<file path="src/pgef_params.svh">
// offsets, field positions and reset values of the power-good and event flag block
`ifndef PGEF_PARAMS_SVH
`define PGEF_PARAMS_SVH

// register offsets on the serial register port
`define PGEF_OFS_PG_CTRL1   8'h15
`define PGEF_OFS_PG_CTRL2   8'h16
`define PGEF_OFS_RAIL_FLT   8'h17
`define PGEF_OFS_SOFT_RESET 8'h18
`define PGEF_OFS_TOP_EVENT  8'h19
`define PGEF_OFS_TOP_EVENT2 8'h1a

// power_good_control_one fields
`define PGEF_CTRL1_POL      7
`define PGEF_CTRL1_OD       6

// power_good_control_two fields
`define PGEF_CTRL2_TWARN    2
`define PGEF_CTRL2_FLTSRC   1
`define PGEF_CTRL2_MODE     0
`define PGEF_CTRL2_MASK     8'h07

// fault latch width, software reset bit
`define PGEF_FAULT_MASK     8'h0f
`define PGEF_SWRST_BIT      0

// top event flag positions
`define PGEF_EV_PGFALL      7
`define PGEF_EV_LDO         6
`define PGEF_EV_BUCK        5
`define PGEF_EV_EXTCLK      4
`define PGEF_EV_TSD         3
`define PGEF_EV_TWARN       2
`define PGEF_EV_OVP         1
`define PGEF_EV_MEAS        0
`define PGEF_EV_W1C_MASK    8'h9f

// reset values
`define PGEF_RST_CTRL1      8'h00
`define PGEF_RST_CTRL2      8'h00
`define PGEF_RST_FLAGS      8'h00

`endif

</file>
<file path="src/pgef_pkg.sv">
// types shared by the power-good and event flag block
package pgef_pkg;
  typedef logic [7:0] pgef_byte_t;
  typedef logic [3:0] pgef_rail_t;
  typedef enum logic {PGEF_SRC_LIVE, PGEF_SRC_LATCH} pgef_src_t;
endpackage

</file>
<file path="src/pgef_sync.sv">
// two-flop synchroniser for asynchronous status levels
`timescale 1ns/1ps
module pgef_sync #(
  parameter int W = 8
) (
  input  wire logic         mclk,
  input  wire logic         arst_n,
  input  wire logic [W-1:0] async_in,
  output logic      [W-1:0] sync_out
);
  logic [W-1:0] meta_q;

  // first stage feeds only the second stage
  always_ff @(posedge mclk or negedge arst_n) begin
    if (!arst_n) begin
      meta_q   <= '0;
      sync_out <= '0;
    end else begin
      meta_q   <= async_in;
      sync_out <= meta_q;
    end
  end
endmodule

</file>
<file path="src/pgef_top.sv">
// power-good qualification, rail fault latch, software reset and top event flags
//
// What this block does
// RQ1 - thermal-warning gate bit forces power-ok inactive while warning is live
// RQ2 - source select: live rail status, or inactive when any fault latch bit set
// RQ3 - control bit 0 selects gated mode (0) or continuous mode (1)
// RQ4 - fault latch bit sets for a monitored rail that went invalid; resets zero
// RQ5 - fault latch bit clears on write one only while its rail is valid
// RQ6 - software reset restores defaults, reloads OTP, resets serial interface
// RQ7 - software reset bit clears itself and reads back zero
// RQ8 - power-ok fall event latches on active to inactive change only
// RQ9 - linear regulator summary flag is read-only, mirrors pending event register
// RQ10 - step-down summary flag is read-only, mirrors pending event register
// RQ11 - external clock event latches when clock appears or disappears
// RQ12 - thermal shutdown latches flag, disables regulators, drives outputs low
// RQ13 - regulators refused while latched thermal shutdown flag stays set
// RQ14 - thermal warning latches flag; live state kept separately
// RQ15 - overvoltage latches flag, disables regulators, drives outputs low
// RQ16 - measurement done flag latches when new current result is ready
// RQ17 - writable event flags reset to zero and clear on write one
// RQ18 - polarity bit: 0 output high when valid, 1 output low when valid
// RQ19 - each rail has a monitor enable; only enabled rails are considered
// RQ20 - reset event flag sets when startup completes after undervoltage or soft reset
// RQ21 - writing zero leaves flags alone; an event beats a same-cycle clear
// RQ22 - reserved bits read zero and writes to them do nothing, except power_good_control_one bits 5:4, which store and read back
`timescale 1ns/1ps
`include "pgef_params.svh"
module pgef_top
  import pgef_pkg::*;
(
  input  wire logic       mclk,
  input  wire logic       arst_n,
  input  wire logic [7:0] reg_addr,
  input  wire logic [7:0] reg_wdata,
  input  wire logic       reg_wr,
  input  wire logic       reg_rd,
  output logic      [7:0] reg_rdata,
  input  wire logic [3:0] rail_valid,
  input  wire logic       thermal_warning_live,
  input  wire logic       thermal_shutdown_live,
  input  wire logic       overvoltage_live,
  input  wire logic       ext_clock_present,
  input  wire logic       current_measure_ready,
  input  wire logic       linear_reg_event_pending,
  input  wire logic       step_down_event_pending,
  input  wire logic       startup_done,
  input  wire logic [3:0] reg_enable_request,
  input  wire logic       general_output_one_req,
  input  wire logic       general_output_two_req,
  output logic [3:0]      reg_enable,
  output logic            general_output_one,
  output logic            general_output_two,
  output logic            power_ok_output,
  output logic            otp_reload,
  output logic            serial_if_reset
);

  //////////////////////////////////////////////////////////////////////////////
  // synchronised analog status levels

  logic [7:0] async_bus;
  logic [7:0] sync_bus;
  pgef_rail_t valid_s;
  logic       twarn_s;
  logic       tsd_s;
  logic       ovp_s;
  logic       extclk_s;

  assign async_bus = {thermal_warning_live, thermal_shutdown_live, overvoltage_live,
                      ext_clock_present, rail_valid};

  pgef_sync #(.W(8)) u_sync (
    .mclk     (mclk),
    .arst_n   (arst_n),
    .async_in (async_bus),
    .sync_out (sync_bus)
  );

  assign valid_s  = sync_bus[3:0];
  assign extclk_s = sync_bus[4];
  assign ovp_s    = sync_bus[5];
  assign tsd_s    = sync_bus[6];
  assign twarn_s  = sync_bus[7];

  //////////////////////////////////////////////////////////////////////////////
  // helpers

  // write-one-to-clear with the event winning over the clear
  function automatic pgef_byte_t w1c(input pgef_byte_t cur, input pgef_byte_t set,
                                     input pgef_byte_t clr);
    w1c = set | (cur & ~clr);
  endfunction

  function automatic logic hit(input logic [7:0] a, input logic [7:0] ofs);
    hit = (a == ofs);
  endfunction

  //////////////////////////////////////////////////////////////////////////////
  // register state

  pgef_byte_t ctrl1_q, ctrl1_d;
  pgef_byte_t ctrl2_q, ctrl2_d;
  pgef_rail_t fault_q, fault_d;
  pgef_byte_t event_q, event_d;
  logic       rst_ev_q, rst_ev_d;
  logic       swrst_q, swrst_d;
  logic       ok_q, ok_d;
  logic       extclk_q, extclk_d;
  logic       meas_q, meas_d;
  pgef_byte_t rdata_d;
  logic [3:0] en_d;
  logic       gen1_d;
  logic       gen2_d;
  logic       pin_d;

  pgef_src_t  src;
  pgef_rail_t monitor;
  pgef_rail_t rail_ok;
  pgef_rail_t fault_set;
  pgef_rail_t fault_clr;
  logic       live_ok;
  logic       good;
  logic       trip;
  pgef_byte_t ev_set;
  pgef_byte_t ev_clr;

  // power-ok qualification
  always_comb begin
    src     = ctrl2_q[`PGEF_CTRL2_FLTSRC] ? PGEF_SRC_LATCH : PGEF_SRC_LIVE;
    monitor = ctrl1_q[3:0];                                       // RQ19
    // gated mode also needs the regulator switched on; continuous looks at the comparator only
    rail_ok = ctrl2_q[`PGEF_CTRL2_MODE] ? valid_s : (valid_s & reg_enable); // RQ3
    live_ok = &(~monitor | rail_ok);                              // RQ19
    fault_set = monitor & ~rail_ok;                               // RQ4
    if (src == PGEF_SRC_LATCH) begin
      good = ~|fault_q;                                           // RQ2
    end else begin
      good = live_ok;                                             // RQ2
    end
    if (ctrl2_q[`PGEF_CTRL2_TWARN] && twarn_s) begin
      good = 1'b0;                                                // RQ1
    end
  end

  // write decode for the clearable registers
  always_comb begin
    fault_clr = '0;
    ev_clr    = '0;
    if (reg_wr && hit(reg_addr, `PGEF_OFS_RAIL_FLT)) begin
      fault_clr = reg_wdata[3:0] & rail_ok;                       // RQ5
    end
    if (reg_wr && hit(reg_addr, `PGEF_OFS_TOP_EVENT)) begin
      ev_clr = reg_wdata & `PGEF_EV_W1C_MASK;                     // RQ17
    end
  end

  // event sources
  always_comb begin
    ev_set = '0;
    ev_set[`PGEF_EV_PGFALL] = ok_q & ~good;                       // RQ8
    ev_set[`PGEF_EV_EXTCLK] = extclk_q ^ extclk_s;                // RQ11
    ev_set[`PGEF_EV_TSD]    = tsd_s;                              // RQ12
    ev_set[`PGEF_EV_TWARN]  = twarn_s;                            // RQ14
    ev_set[`PGEF_EV_OVP]    = ovp_s;                              // RQ15
    ev_set[`PGEF_EV_MEAS]   = current_measure_ready & ~meas_q;    // RQ16
  end

  // next state of every state register
  always_comb begin
    ctrl1_d  = ctrl1_q;
    ctrl2_d  = ctrl2_q;
    swrst_d  = 1'b0;                                              // RQ7
    fault_d  = (fault_set | (fault_q & ~fault_clr));              // RQ21
    event_d  = w1c(event_q, ev_set, ev_clr) & `PGEF_EV_W1C_MASK;  // RQ21
    rst_ev_d = rst_ev_q;
    ok_d     = good;
    extclk_d = extclk_s;
    meas_d   = current_measure_ready;
    if (reg_wr && hit(reg_addr, `PGEF_OFS_PG_CTRL1)) begin
      ctrl1_d = reg_wdata;
    end
    if (reg_wr && hit(reg_addr, `PGEF_OFS_PG_CTRL2)) begin
      ctrl2_d = reg_wdata & `PGEF_CTRL2_MASK;                     // RQ22
    end
    if (reg_wr && hit(reg_addr, `PGEF_OFS_SOFT_RESET)) begin
      swrst_d = reg_wdata[`PGEF_SWRST_BIT];
    end
    if (reg_wr && hit(reg_addr, `PGEF_OFS_TOP_EVENT2) && reg_wdata[0]) begin
      rst_ev_d = 1'b0;
    end
    if (swrst_q) begin
      // one-cycle pulse returns the control, fault latch, event flag and reset flag registers to their defaults
      ctrl1_d  = `PGEF_RST_CTRL1;                                 // RQ6
      ctrl2_d  = `PGEF_RST_CTRL2;
      fault_d  = '0;
      event_d  = `PGEF_RST_FLAGS;
      rst_ev_d = 1'b0;
      swrst_d  = 1'b0;
    end
    // a startup completion in the reset cycle still sets the flag
    if (startup_done) begin
      rst_ev_d = 1'b1;                                            // RQ20
    end
  end

  // readback and outputs
  always_comb begin
    trip   = event_q[`PGEF_EV_TSD] | ovp_s;
    en_d   = trip ? 4'h0 : reg_enable_request;                    // RQ13
    gen1_d = general_output_one_req & ~trip;                      // RQ12
    gen2_d = general_output_two_req & ~trip;                      // RQ15
    pin_d  = good ^ ctrl1_q[`PGEF_CTRL1_POL];                     // RQ18
    rdata_d = reg_rdata;
    if (reg_rd) begin
      case (reg_addr)
        `PGEF_OFS_PG_CTRL1:   rdata_d = ctrl1_q;
        `PGEF_OFS_PG_CTRL2:   rdata_d = ctrl2_q;
        `PGEF_OFS_RAIL_FLT:   rdata_d = {4'h0, fault_q};          // RQ22
        `PGEF_OFS_SOFT_RESET: rdata_d = 8'h00;                    // RQ7
        `PGEF_OFS_TOP_EVENT: begin
          rdata_d = event_q;
          rdata_d[`PGEF_EV_LDO]  = linear_reg_event_pending;      // RQ9
          rdata_d[`PGEF_EV_BUCK] = step_down_event_pending;       // RQ10
        end
        `PGEF_OFS_TOP_EVENT2: rdata_d = {7'h00, rst_ev_q};
        default:              rdata_d = 8'h00;
      endcase
    end
  end

  // state registers
  always_ff @(posedge mclk or negedge arst_n) begin
    if (!arst_n) begin
      ctrl1_q  <= `PGEF_RST_CTRL1;
      ctrl2_q  <= `PGEF_RST_CTRL2;
      fault_q  <= '0;
      event_q  <= `PGEF_RST_FLAGS;
      rst_ev_q <= 1'b0;
      swrst_q  <= 1'b0;
      ok_q     <= 1'b0;
      extclk_q <= 1'b0;
      meas_q   <= 1'b0;
    end else begin
      ctrl1_q  <= ctrl1_d;
      ctrl2_q  <= ctrl2_d;
      fault_q  <= fault_d;
      event_q  <= event_d;
      rst_ev_q <= rst_ev_d;
      swrst_q  <= swrst_d;
      ok_q     <= ok_d;
      extclk_q <= extclk_d;
      meas_q   <= meas_d;
    end
  end

  // output registers
  always_ff @(posedge mclk or negedge arst_n) begin
    if (!arst_n) begin
      reg_rdata          <= 8'h00;
      reg_enable         <= 4'h0;
      general_output_one <= 1'b0;
      general_output_two <= 1'b0;
      power_ok_output    <= 1'b0;
      otp_reload         <= 1'b0;
      serial_if_reset    <= 1'b0;
    end else begin
      reg_rdata          <= rdata_d;
      reg_enable         <= en_d;
      general_output_one <= gen1_d;
      general_output_two <= gen2_d;
      power_ok_output    <= pin_d;
      otp_reload         <= swrst_d;                              // RQ6
      serial_if_reset    <= swrst_d;                              // RQ6
    end
  end
endmodule
</file>
<file path="config.mk">
export PLATFORM = sky130hd
export DESIGN_NAME = pgef_top
export DESIGN_NICKNAME = d
export VERILOG_FILES = /design/src/pgef_pkg.sv /design/src/pgef_sync.sv /design/src/pgef_top.sv
export VERILOG_INCLUDE_DIRS = /design/src /design/src/src
export SDC_FILE = /design/constraint.sdc
export NUM_CORES = 1
export LEC_CHECK = 0
export BUFFER_PORTS_ARGS = -buffer_cell sky130_fd_sc_hd__buf_2
export CAP_MARGIN = 10
export CELL_PAD_IN_SITES_DETAIL_PLACEMENT = 0
export CELL_PAD_IN_SITES_GLOBAL_PLACEMENT = 1
export CORE_ASPECT_RATIO = 2
export CORE_UTILIZATION = 45
export DETAILED_ROUTE_END_ITERATION = 8
export PLACE_DENSITY_LB_ADDON = 0.2
export SYNTH_ARGS = -nofsm -noshare
export SYNTH_HDL_FRONTEND = slang
export SYNTH_HIERARCHICAL = 1
export SYNTH_SLANG_ARGS = --single-unit
</file>
<file path="constraint.sdc">
create_clock -name mclk -period 4.4 [get_ports mclk]
set_clock_uncertainty 0.2 [all_clocks]
set_input_delay 0.44 -clock mclk [delete_from_list [all_inputs] [get_ports mclk]]
set_output_delay 0.44 -clock mclk [all_outputs]
set_load 0.01 [all_outputs]
</file>
==> metrics.md, run 1 <==
| Metric | Value |
|---|---|
| CTS Hold Bufs | 8 |
| Worst hold endpoint | meas_q$_DFF_PN0_ |
| DR WL/cell | 15.8 microns |
| Setup TNS | 0 ns |
| Gr ovfl total | 0 |
| Via/cell ratio | 5.53 |
| Clk pin slew, worst setup/hold paths | 0.06 ns |
| Port bufs | 54 |
| CP arrival | 2.29 ns |
| Area leader, netlist | dfrtp_1 |
| Largest net degree at the start of global routing | 58 |
| Worst Tran Pin Value | 0.991 ns |
| WL met1 | 2040 microns |
| Synth top area share | 58.6% |
| Ant diodes | 0 |
| CP max FO | 21 |
| Row count | 37 |
| Synthesis-to-finish area growth | 23.0% |
| Register area share after synthesis | 58.6% |
| RSZ-0062 raised after global routing | false |
| Post-CTS Resized | 0 |
| Power density over the cells | 380 nW/um^2 |
| Outcome | finished, final reports clean |
| Gr usage total | 22.3% |
| RR Startpoint | ctrl2_q[0]$_DFFE_PN0P_ |
| Placer Congestion | 0.793 |
| Hold path cells | 1 |
| Max capacitance violation total | 0 |
| Fin crit share | 51.1% |
| Reg2reg setup slack | 2.54 ns |
| Cell Area, Synth | 2440 sq um |
| Total iterations of the first detailed-routing run | 4 |
| Top layer in use | met4 |
| CTS Sinks | 57 |
| Netlist cell types | 40 |
| Number of nets produced by synthesis | 254 |
| DP HPWL | 3870 microns |
| Die area | 5730 sq um |
| Reg2reg path depth | 4 |
| Number of I/O pins | 55 |
| Yosys warns | 6 |
| Initial DRC Count | 30 |
| Hold Crit Start | current_measure_ready |
| Syn Inst Count | 216 |
| Core ar. | 5180 sq um |
| Top cells by area, synth | dfrtp_1 (59%), mux2i_1 (3.7%), a21oi_1 (3.5%), nand4_1 (3.1%), inv_1 (2.5%) |
| Vias in the first global route | 1927 |
| Crit path capture type | flip-flop |
| Static Leakage | 1.43 nW |
| Initial antenna violation count | 0 |
| R2r endpoint | event_q[7]$_DFF_PN0_ |
| Routed vias | 1885 |
| CTS tree | yes |
| Share of layout cells above drive strength 1 | 26.5% |
| Worst slew margin | 33.7% |
| Met2 routed WL | 2960 microns |
| TritonCTS Buffers | 9 |
| Crit Path Class | input port to flip-flop |
| H-tree depth | 3 |
| Die W | 54.0 microns |
| WP data required | 4.45 ns |
| Final nets | 316 |
| Sequential share of power | 48.8% |
| Post-layout min period | 2.25 ns |
| Switching share of power | 22.2% |
| Fin. max-slew vios | 0 |
| Worst hold-check path type | input port to flip-flop |
| Final-report hold violation count | 0 |
| Later-pin clock latency in the skew report | 0.34 ns |
| Async set or reset register ratio after synthesis | 100% |
| Hold Slack | 0.0216 ns |
| Setup violators final | 0 |
| Final ANT Viol Nets | 0 |
| Dominant synthesized flop cell | dfrtp_1 |
| Post-synthesis register bit count | 57 |
| Int Pwr | 0.885 mW |
| Total Wirelength | 5380 microns |
| Synthesized area per cell | 11.3 sq um |
| Setup Buffers After CTS | 0 |
| Comb pwr share | 7.0% |
| Root buffer cell | clkbuf_8 |
| Post-synth EDFFs | 0 |
| Clk pwr share | 44.2% |
| Met3 Routed Length | 264 microns |
| Fmax | 0.445 GHz |
| Net Sw Power | 0.253 mW |
| Clock tree buffer depth | 2 |
| Worst Setup Start Kind | input port |
| Initial Util | 47.0% |
| Global-route wire length before repair | 8880 microns |
| Die Y | 106 microns |
| VDD IR-drop max | 280 uV |
| DRC | 0 |
## how the worst max path moves through the flow
stage,from,endpoint,slack [ns],cells after the start
after floorplan,reg_addr[5],reg_rdata[3]$_DFFE_PN0P_,2.72,5
after global placement,reg_addr[5],reg_rdata[3]$_DFFE_PN0P_,1.90,5
after detailed placement,reg_addr[5],reg_rdata[3]$_DFFE_PN0P_,1.81,5
after CTS,reg_addr[5],reg_rdata[3]$_DFFE_PN0P_,2.19,5
after global routing,reg_addr[5],reg_rdata[3]$_DFFE_PN0P_,2.07,5
final,reg_addr[5],reg_rdata[3]$_DFFE_PN0P_,2.15,5
## flip-flops by register name, indices dropped and copies added, names as in the netlist
register,cells
general_output_two,1
ctrl2_q,3
reg_enable,4
fault_q,4
ctrl1_q,8
extclk_q,1
ok_q,1
reg_rdata,8
u_sync/sync_out,8
meas_q,1
general_output_one,1
power_ok_output,1
rst_ev_q,1
serial_if_reset,1
event_q,6
u_sync/meta_q,8
## worst max-delay path, cell delays in order
cell	delay, ns
buf_2	0.11
nor4b_4	0.87
and2_1	0.45
o221ai_2	0.20
o32ai_2	0.22
## synthesized netlist by cell type, types with 2 or more instances
cell        n
o22ai_1     4
a22oi_1     7
nor4_1      2
buf_2       5
o21ai_1     2
nand4b_1    4
a311oi_1    2
mux2i_1     9
dfrtp_1    57
nand2_1     7
nor2_1     14
and2_1      9
a21oi_1    17
nand2b_1    3
and3_1      2
inv_1      16
a211o_1     2
nor2b_1     4
clkbuf_1    4
a2bb2oi_1   2
o21ai_0     8
nand3_1     7
nand4_1    12
## power groups by stage
stage	combinational, mW	clock (mW)	sequential (mW)
after floorplan	0.0352	0	0.562
after global placement	0.0745	0	0.564
after detailed placement	0.0755	0	0.565
after CTS	0.0811	0.519	0.555
after global routing	0.0900	0.538	0.557
final	0.0798	0.503	0.555
## placed cells by master (no fill, tap or decap), types with 8 or more instances in the layout
master / n
inv_1: 16
nand4_1: 12
a21oi_1: 17
mux2i_1: 9
and2_1: 9
dfrtp_1: 57
buf_2: 54
o21ai_0: 8
clkbuf_8: 12
nor2_1: 14
dlygate4sd3_1: 8
## area by class of cell
| cell class | count | area, sq um |
|---|---|---|
| fill | 469 | 2190 |
| sequential | 57 | 1430 |
| multi-input combinational | 131 | 871 |
| timing repair buffer | 63 | 358 |
| clock buffer | 14 | 173 |
| tap | 58 | 72.6 |
| inverter | 16 | 60.1 |
| clock inverter | 2 | 35.0 |
## kinds of logic after synthesis
kind of cell	synth area share, %
xor+xnor	0.360
buf+inv	5.70
simple gates	17.1
flops	58.6
mux	3.70
compound gates	14.6
## through the flow
| stage | util (%) | area, sq um | setup WS (ns) | total power, mW | instances |
|---|---|---|---|---|---|
| after floorplan | - | 2440 | 2.72 | 0.598 | 216 |
| after global placement | 52.2 | 2710 | 1.90 | 0.639 | 317 |
| after detailed placement | 52.2 | 2710 | 1.81 | 0.640 | 317 |
| after CTS | 57.8 | 3000 | 2.19 | 1.16 | 341 |
| after global routing | 57.8 | 3000 | 2.07 | 1.19 | 341 |
| final | 57.8 | 3000 | 2.15 | 1.14 | 341 |
## metal layers
metal	vias to the layer above	GRT usage (%)
met5	-	0
met2	69	38.1
met4	0	11.2
met3	10	6.15
li1	898	-
met1	908	23.7
No activity file was read; power rests on OpenSTA's default activity.
==> inputs of run 2 (changes only) <==
CORE_UTILIZATION = 41   (was 45)
clock period = 2.11 ns   (was 4.4 ns; I/O delays follow)
==> metrics.md, run 2 (synthesis gave the netlist of run 1 again) <==
| Metric | Value |
|---|---|
| Outcome | finished, final reports clean |
| Number of I/O pins | 55 (unchanged) |
| Setup TNS | 0 ns (unchanged) |
| Fin crit share | 87.6% |
| Gr usage total | 20.8% (-1.6 points) |
| Slowest-stage cell, CP | dlygate4sd3_1 |
| Crit-path max cell delay | 0.52 ns (-0.35 ns) |
| Power density over the cells | 787 nW/um^2 (+110%) |
| Later-pin clock latency in the skew report | 0.32 ns (-0.02 ns) |
| Placed Cells | 327 (+3.2%) |
| Initial DRC Count | 53 (+77%) |
| Post-CTS Resized | 0 (unchanged) |
| Total iterations of the first detailed-routing run | 4 (unchanged) |
| Most common cell after layout, fill and taps aside | dfrtp_1 |
| Total Wirelength | 5790 microns (+7.6%) |
| Final nets | 343 (+8.5%) |
| Switching share of power | 22.2% (-0.050 points) |
| Initial Util | 42.7% (-4.3 points) |
| Vias in the first global route | 1959 (+1.7%) |
| Synthesis-to-finish area growth | 35.5% |
| Total power | 2.60 mW (+130%) |
| Via/cell ratio | 5.37 (-2.8%) |
| CTS Sinks | 57 (unchanged) |
| Clk pin slew, worst setup/hold paths | 0.05 ns (about the same) |
| Routed vias | 1993 (+5.7%) |
| Largest net degree at the start of global routing | 23 (-60%) |
| Hold path cells | 3 (+2) |
| Filler Cells Inserted | 497 (+6.0%) |
| Placer Congestion | 0.849 (+7.1%) |
| Hold Crit Start | reg_wdata[0] |
| Worst path depth | 6 (+1) |
| Max capacitance violation total | 0 (unchanged) |
| DR WL/cell | 15.6 microns (-1.1%) |
| Final ANT Viol Nets | 0 (unchanged) |
| Crit path capture type | flip-flop |
| Cell Count, Final, Fillers Out | 371 (+8.8%) |
| Cells along the critical path | dlygate4sd3_1, buf_2, nor2b_1, nand4_4, mux2i_1, nor2_1 |
| CP arrival | 1.85 ns (-0.44 ns) |
| CP bufs+invs | 2 (+1) |
| Initial antenna violation count | 0 (unchanged) |
| Share of layout cells above drive strength 1 | 25.8% (-0.70 points) |
| Int Pwr | 2.02 mW (+130%) |
| DRC | 0 (unchanged) |
| Worst Setup Start Kind | input port |
| Worst slew margin | 61.1% (+27 points) |
| Setup Buffers After CTS | 0 (unchanged) |
| Row count | 39 (+5.4%) |
| Gr ovfl total | 0 (unchanged) |
| Reg2reg setup slack | 0.33 ns (-2.21 ns) |
| Global-route wire length before repair | 9590 microns (+8.0%) |
| Comb pwr share | 7.8% (+0.8 points) |
| CP delay by family, top | buffers and inverters |
| Core ar. | 5710 sq um (+10%) |
| Fmax | 0.541 GHz |
| Net Sw Power | 0.576 mW (+130%) |
| Fin. max-slew vios | 0 (unchanged) |
| Worst hold endpoint | ctrl1_q[0]$_DFFE_PN0P_ |
| Die Y | 111 microns (+4.7%) |
| Sequential share of power | 44.7% (-4.1 points) |
| H-tree depth | 3 (unchanged) |
| Crit Path Class | input port to flip-flop |
| RSZ-0062 raised after global routing | false |
| Root buffer cell | clkbuf_16 |
| Most frequent cells in the layout | dfrtp_1 (57), buf_2 (54), dlygate4sd3_1 (28) |
| Static Leakage | 1.57 nW (+9.8%) |
| Reg2reg path depth | 4 (unchanged) |
| TritonCTS Buffers | 9 (unchanged) |
| Worst hold-check path type | input port to flip-flop |
| Port bufs | 54 (unchanged) |
| CP max FO | 8 (-62%) |
| Die area | 6270 sq um (+9.5%) |
| WP data required | 2.11 ns (-2.34 ns) |
| Post-layout min period | 1.85 ns |
| R2r endpoint | event_q[7]$_DFF_PN0_ |
| CTS tree | yes |
| RR Startpoint | ctrl2_q[0]$_DFFE_PN0P_ |
| VDD IR-drop max | 802 uV (+190%) |
| CTS Hold Bufs | 28 (+20) |
| Clk pwr share | 47.6% (+3.4 points) |
| Setup violators final | 0 (unchanged) |
| DP HPWL | 4050 microns (+4.7%) |
| Ant diodes | 0 (unchanged) |
| Die W | 56.5 microns (+4.6%) |
| Final-report hold violation count | 0 (unchanged) |
| Clock tree buffer depth | 2 (unchanged) |
| Worst Tran Pin Value | 0.583 ns (-0.408 ns) |
[run 2: tightest hold or removal path, cell delays in order]
cell and delay [ns]:
buf_2 0.13, mux2i_1 0.08, nor2_1 0.08
[run 2: layout make-up]
type                    instances  area (sq um)  share of cell area, %
well taps                      61          76.3                   2.31
flip-flops and latches         57          1430                   43.2
clock inverters                 3          17.5                  0.531
repair buffers                 90           611                   18.5
multi-input cells             131           871                   26.4
clock buffers                  13           240                   7.28
inverters                      16          60.1                   1.82
[run 2: worst max-delay path by stage]
stage | endpoint | startpoint | slack [ns]
after CTS | ctrl1_q[3]$_DFFE_PN0P_ | reg_addr[0] | 0.24
after global routing | ctrl1_q[3]$_DFFE_PN0P_ | reg_addr[0] | 0.15
after floorplan | event_q[7]$_DFF_PN0_ | reg_enable[2]$_DFF_PN0_ | 0.56
final | ctrl1_q[3]$_DFFE_PN0P_ | reg_addr[0] | 0.26
after global placement | reg_rdata[0]$_DFFE_PN0P_ | reg_addr[5] | 0.34
after detailed placement | event_q[7]$_DFF_PN0_ | ctrl2_q[0]$_DFFE_PN0P_ | 0.31
[run 2: stage by stage]
stage	util, %	hold slack [ns]	worst slack, ns	area (sq um)
after floorplan	-	-0.285	0.557	2440
after global placement	48.4	0.0185	0.344	2760
after detailed placement	48.4	0.0187	0.315	2760
after CTS	57.8	0.00622	0.236	3300
after global routing	57.8	0.0520	0.151	3300
final	57.8	0.0192	0.262	3300
[run 2: layer usage]
metal	share of wire (%)	wire length [microns]	track usage [%]	vias to the layer above
met2	54	3120	34.6	72
met3	3.9	228	4.43	16
met1	39	2250	23.1	944
met4	3.3	190	13.7	0
li1	-	-	-	961
met5	0	0	0	-
[run 2: power by group through the flow]
stage	Sequential, mW	Clock, mW	Combinational, mW
floorplan	1.17	0	0.0735
global placement	1.18	0	0.163
detailed placement	1.18	0	0.165
CTS	1.16	1.27	0.203
global route	1.16	1.33	0.224
finish	1.16	1.24	0.202
==> inputs of run 3 (changes only) <==
CORE_UTILIZATION = 43   (was 41)
CTS_BUF_LIST = sky130_fd_sc_hd__clkbuf_4 sky130_fd_sc_hd__clkbuf_8   (was unset)
PLACE_DENSITY_LB_ADDON = 0.3   (was 0.2)
==> metrics.md, run 3 (synthesis gave the netlist of run 1 again) <==
| Metric | Value |
|---|---|
| Initial Util | 44.9% (+2.3 points) |
| Clk pin slew, worst setup/hold paths | 0.06 ns (about the same) |
| Port bufs | 54 (unchanged) |
| Synthesis-to-finish area growth | 32.3% |
| Global-route wire length before repair | 9780 microns (+1.9%) |
| Sequential share of power | 52.7% (+8.0 points) |
| Final ANT Viol Nets | 0 (unchanged) |
| Gr ovfl total | 0 (unchanged) |
| Die Y | 108 microns (-2.3%) |
| Total iterations of the first detailed-routing run | 4 (unchanged) |
| Routed vias | 1996 (+0.15%) |
| Die W | 55.2 microns (-2.3%) |
| CTS tree | yes |
| Post-layout min period | 1.92 ns (+0.0724 ns) |
| Setup Buffers After CTS | 0 (unchanged) |
| Die area | 5990 sq um (-4.5%) |
| H-tree depth | 3 (unchanged) |
| Number of I/O pins | 55 (unchanged) |
| Comb pwr share | 9.4% (+1.6 points) |
| Outcome | finished, final reports clean |
| Crit Path Class | input port to flip-flop |
| Setup TNS | 0 ns (unchanged) |
| CP max FO | 8 (unchanged) |
| Most frequent cells in the layout | dfrtp_1 (57), buf_2 (54), dlygate4sd3_1 (29) |
| Root buffer cell | clkbuf_8 |
| Row count | 38 (-2.6%) |
| RSZ-0062 raised after global routing | false |
| Setup violators final | 0 (unchanged) |
| Core ar. | 5420 sq um (-5.1%) |
| Later-pin clock latency in the skew report | 0.33 ns (about the same) |
| Worst slew margin | 55.4% (-5.7 points) |
| DRC | 0 (unchanged) |
| Gr usage total | 22.1% (+1.3 points) |
| Final-report hold violation count | 0 (unchanged) |
| Crit path capture type | flip-flop |
| Vias in the first global route | 2116 (+8.0%) |
| Ant diodes | 0 (unchanged) |
| Clock tree buffer depth | 2 (unchanged) |
| TritonCTS Buffers | 9 (unchanged) |
| Fin crit share | 91.0% (+3.4 points) |
| Switching share of power | 22.8% (+0.66 points) |
| DP HPWL | 4110 microns (+1.5%) |
| Fmax | 0.521 GHz (-3.8%) |
| Via/cell ratio | 5.42 (+0.97%) |
| Final core utilization | 59.5% (+1.6 points) |
| Worst Tran Pin Value | 0.669 ns (+0.0856 ns) |
| CTS Sinks | 57 (unchanged) |
| Net Sw Power | 0.502 mW (-13%) |
| Final nets | 344 (+0.29%) |
| Static Leakage | 1.54 nW (-1.9%) |
| DR WL/cell | 15.8 microns (+1.6%) |
| Initial DRC Count | 75 (+42%) |
| Int Pwr | 1.70 mW (-16%) |
| Power density over the cells | 683 nW/um^2 (-13%) |
| Worst hold-check path type | input port to flip-flop |
| Placer Congestion | 0.877 (+3.3%) |
| Worst Setup Start Kind | input port |
| Largest net degree at the start of global routing | 32 (+39%) |
| Total Wirelength | 5830 microns (+0.80%) |
| Most common cell after layout, fill and taps aside | dfrtp_1 |
| Fin. max-slew vios | 0 (unchanged) |
| WP data required | 2.12 ns (about the same) |
| Clk pwr share | 37.9% (-9.7 points) |
| Max capacitance violation total | 0 (unchanged) |
| VDD IR-drop max | 511 uV (-36%) |
| CP arrival | 1.93 ns (+0.08 ns) |
| Share of layout cells above drive strength 1 | 26.3% (+0.49 points) |
| Initial antenna violation count | 0 (unchanged) |
-- run 3: worst paths after layout --
kind / startpoint / endpoint / slack (ns) / cells past startpoint
setup / recovery: reg_addr[0] / ctrl1_q[1]$_DFFE_PN0P_ / 0.19 / 6
hold / removal: reg_rd / reg_rdata[3]$_DFFE_PN0P_ / 0.04 / 2
setup reg to reg: ctrl2_q[0]$_DFFE_PN0P_ / event_q[7]$_DFF_PN0_ / 0.34 / 4
hold reg to reg: u_sync/meta_q[5]$_DFF_PN0_ / u_sync/sync_out[5]$_DFF_PN0_ / 0.14 / 0
max in group asynchronous: arst_n / u_sync/meta_q[3]$_DFF_PN0_ / 0.88 / 3
min in group asynchronous: arst_n / reg_rdata[1]$_DFFE_PN0P_ / 0.25 / 2
-- run 3: through the flow --
stage               instances  setup WS [ns]  area (sq um)  hold WS, ns  power, mW
global route              368          0.116          3220       0.0205       2.31
floorplan                 216          0.557          2440       -0.285       1.25
finish                    368          0.190          3220       0.0377       2.20
global placement          326          0.393          2780       0.0762       1.34
CTS                       368          0.206          3220       0.0187       2.24
detailed placement        326          0.353          2780       0.0819       1.35
-- run 3: per-layer routing --
layer / vias up / track usage [%] / part of all wire, %
li1: 951 / - / -
met1: 960 / 22.2 / 37
met2: 73 / 40.9 / 55
met3: 12 / 4.55 / 4.6
met4: 0 / 13.4 / 2.5
met5: - / 0 / 0
-- run 3: worst max-delay path, stage by stage --
cell and delay, ns:
dlygate4sd3_1 0.53, buf_2 0.19, nor2b_1 0.42, nand4_4 0.28, mux2i_1 0.24, nor2_1 0.06
-- run 3: power groups by stage --
stage | registers (mW) | clock network, mW | logic, mW
detailed placement | 1.18 | 0 | 0.169
global route | 1.16 | 0.920 | 0.231
finish | 1.16 | 0.833 | 0.208
CTS | 1.16 | 0.875 | 0.209
global placement | 1.18 | 0 | 0.166
floorplan | 1.17 | 0 | 0.0735
-- run 3: repair_timing --
action | in CTS | in global routing
hold buffers | 29 | 0
hold endpoints to repair | 57 | 0
resized for setup | 0 | 0
-- run 3: final cells by class --
cell class                 count  area [sq um]
fill                         510          2200
sequential                    57          1430
multi-input combinational    131           871
timing repair buffer          91           633
clock buffer                  12           153
tap                           60          75.1
inverter                      16          60.1
clock inverter                 1          5.00
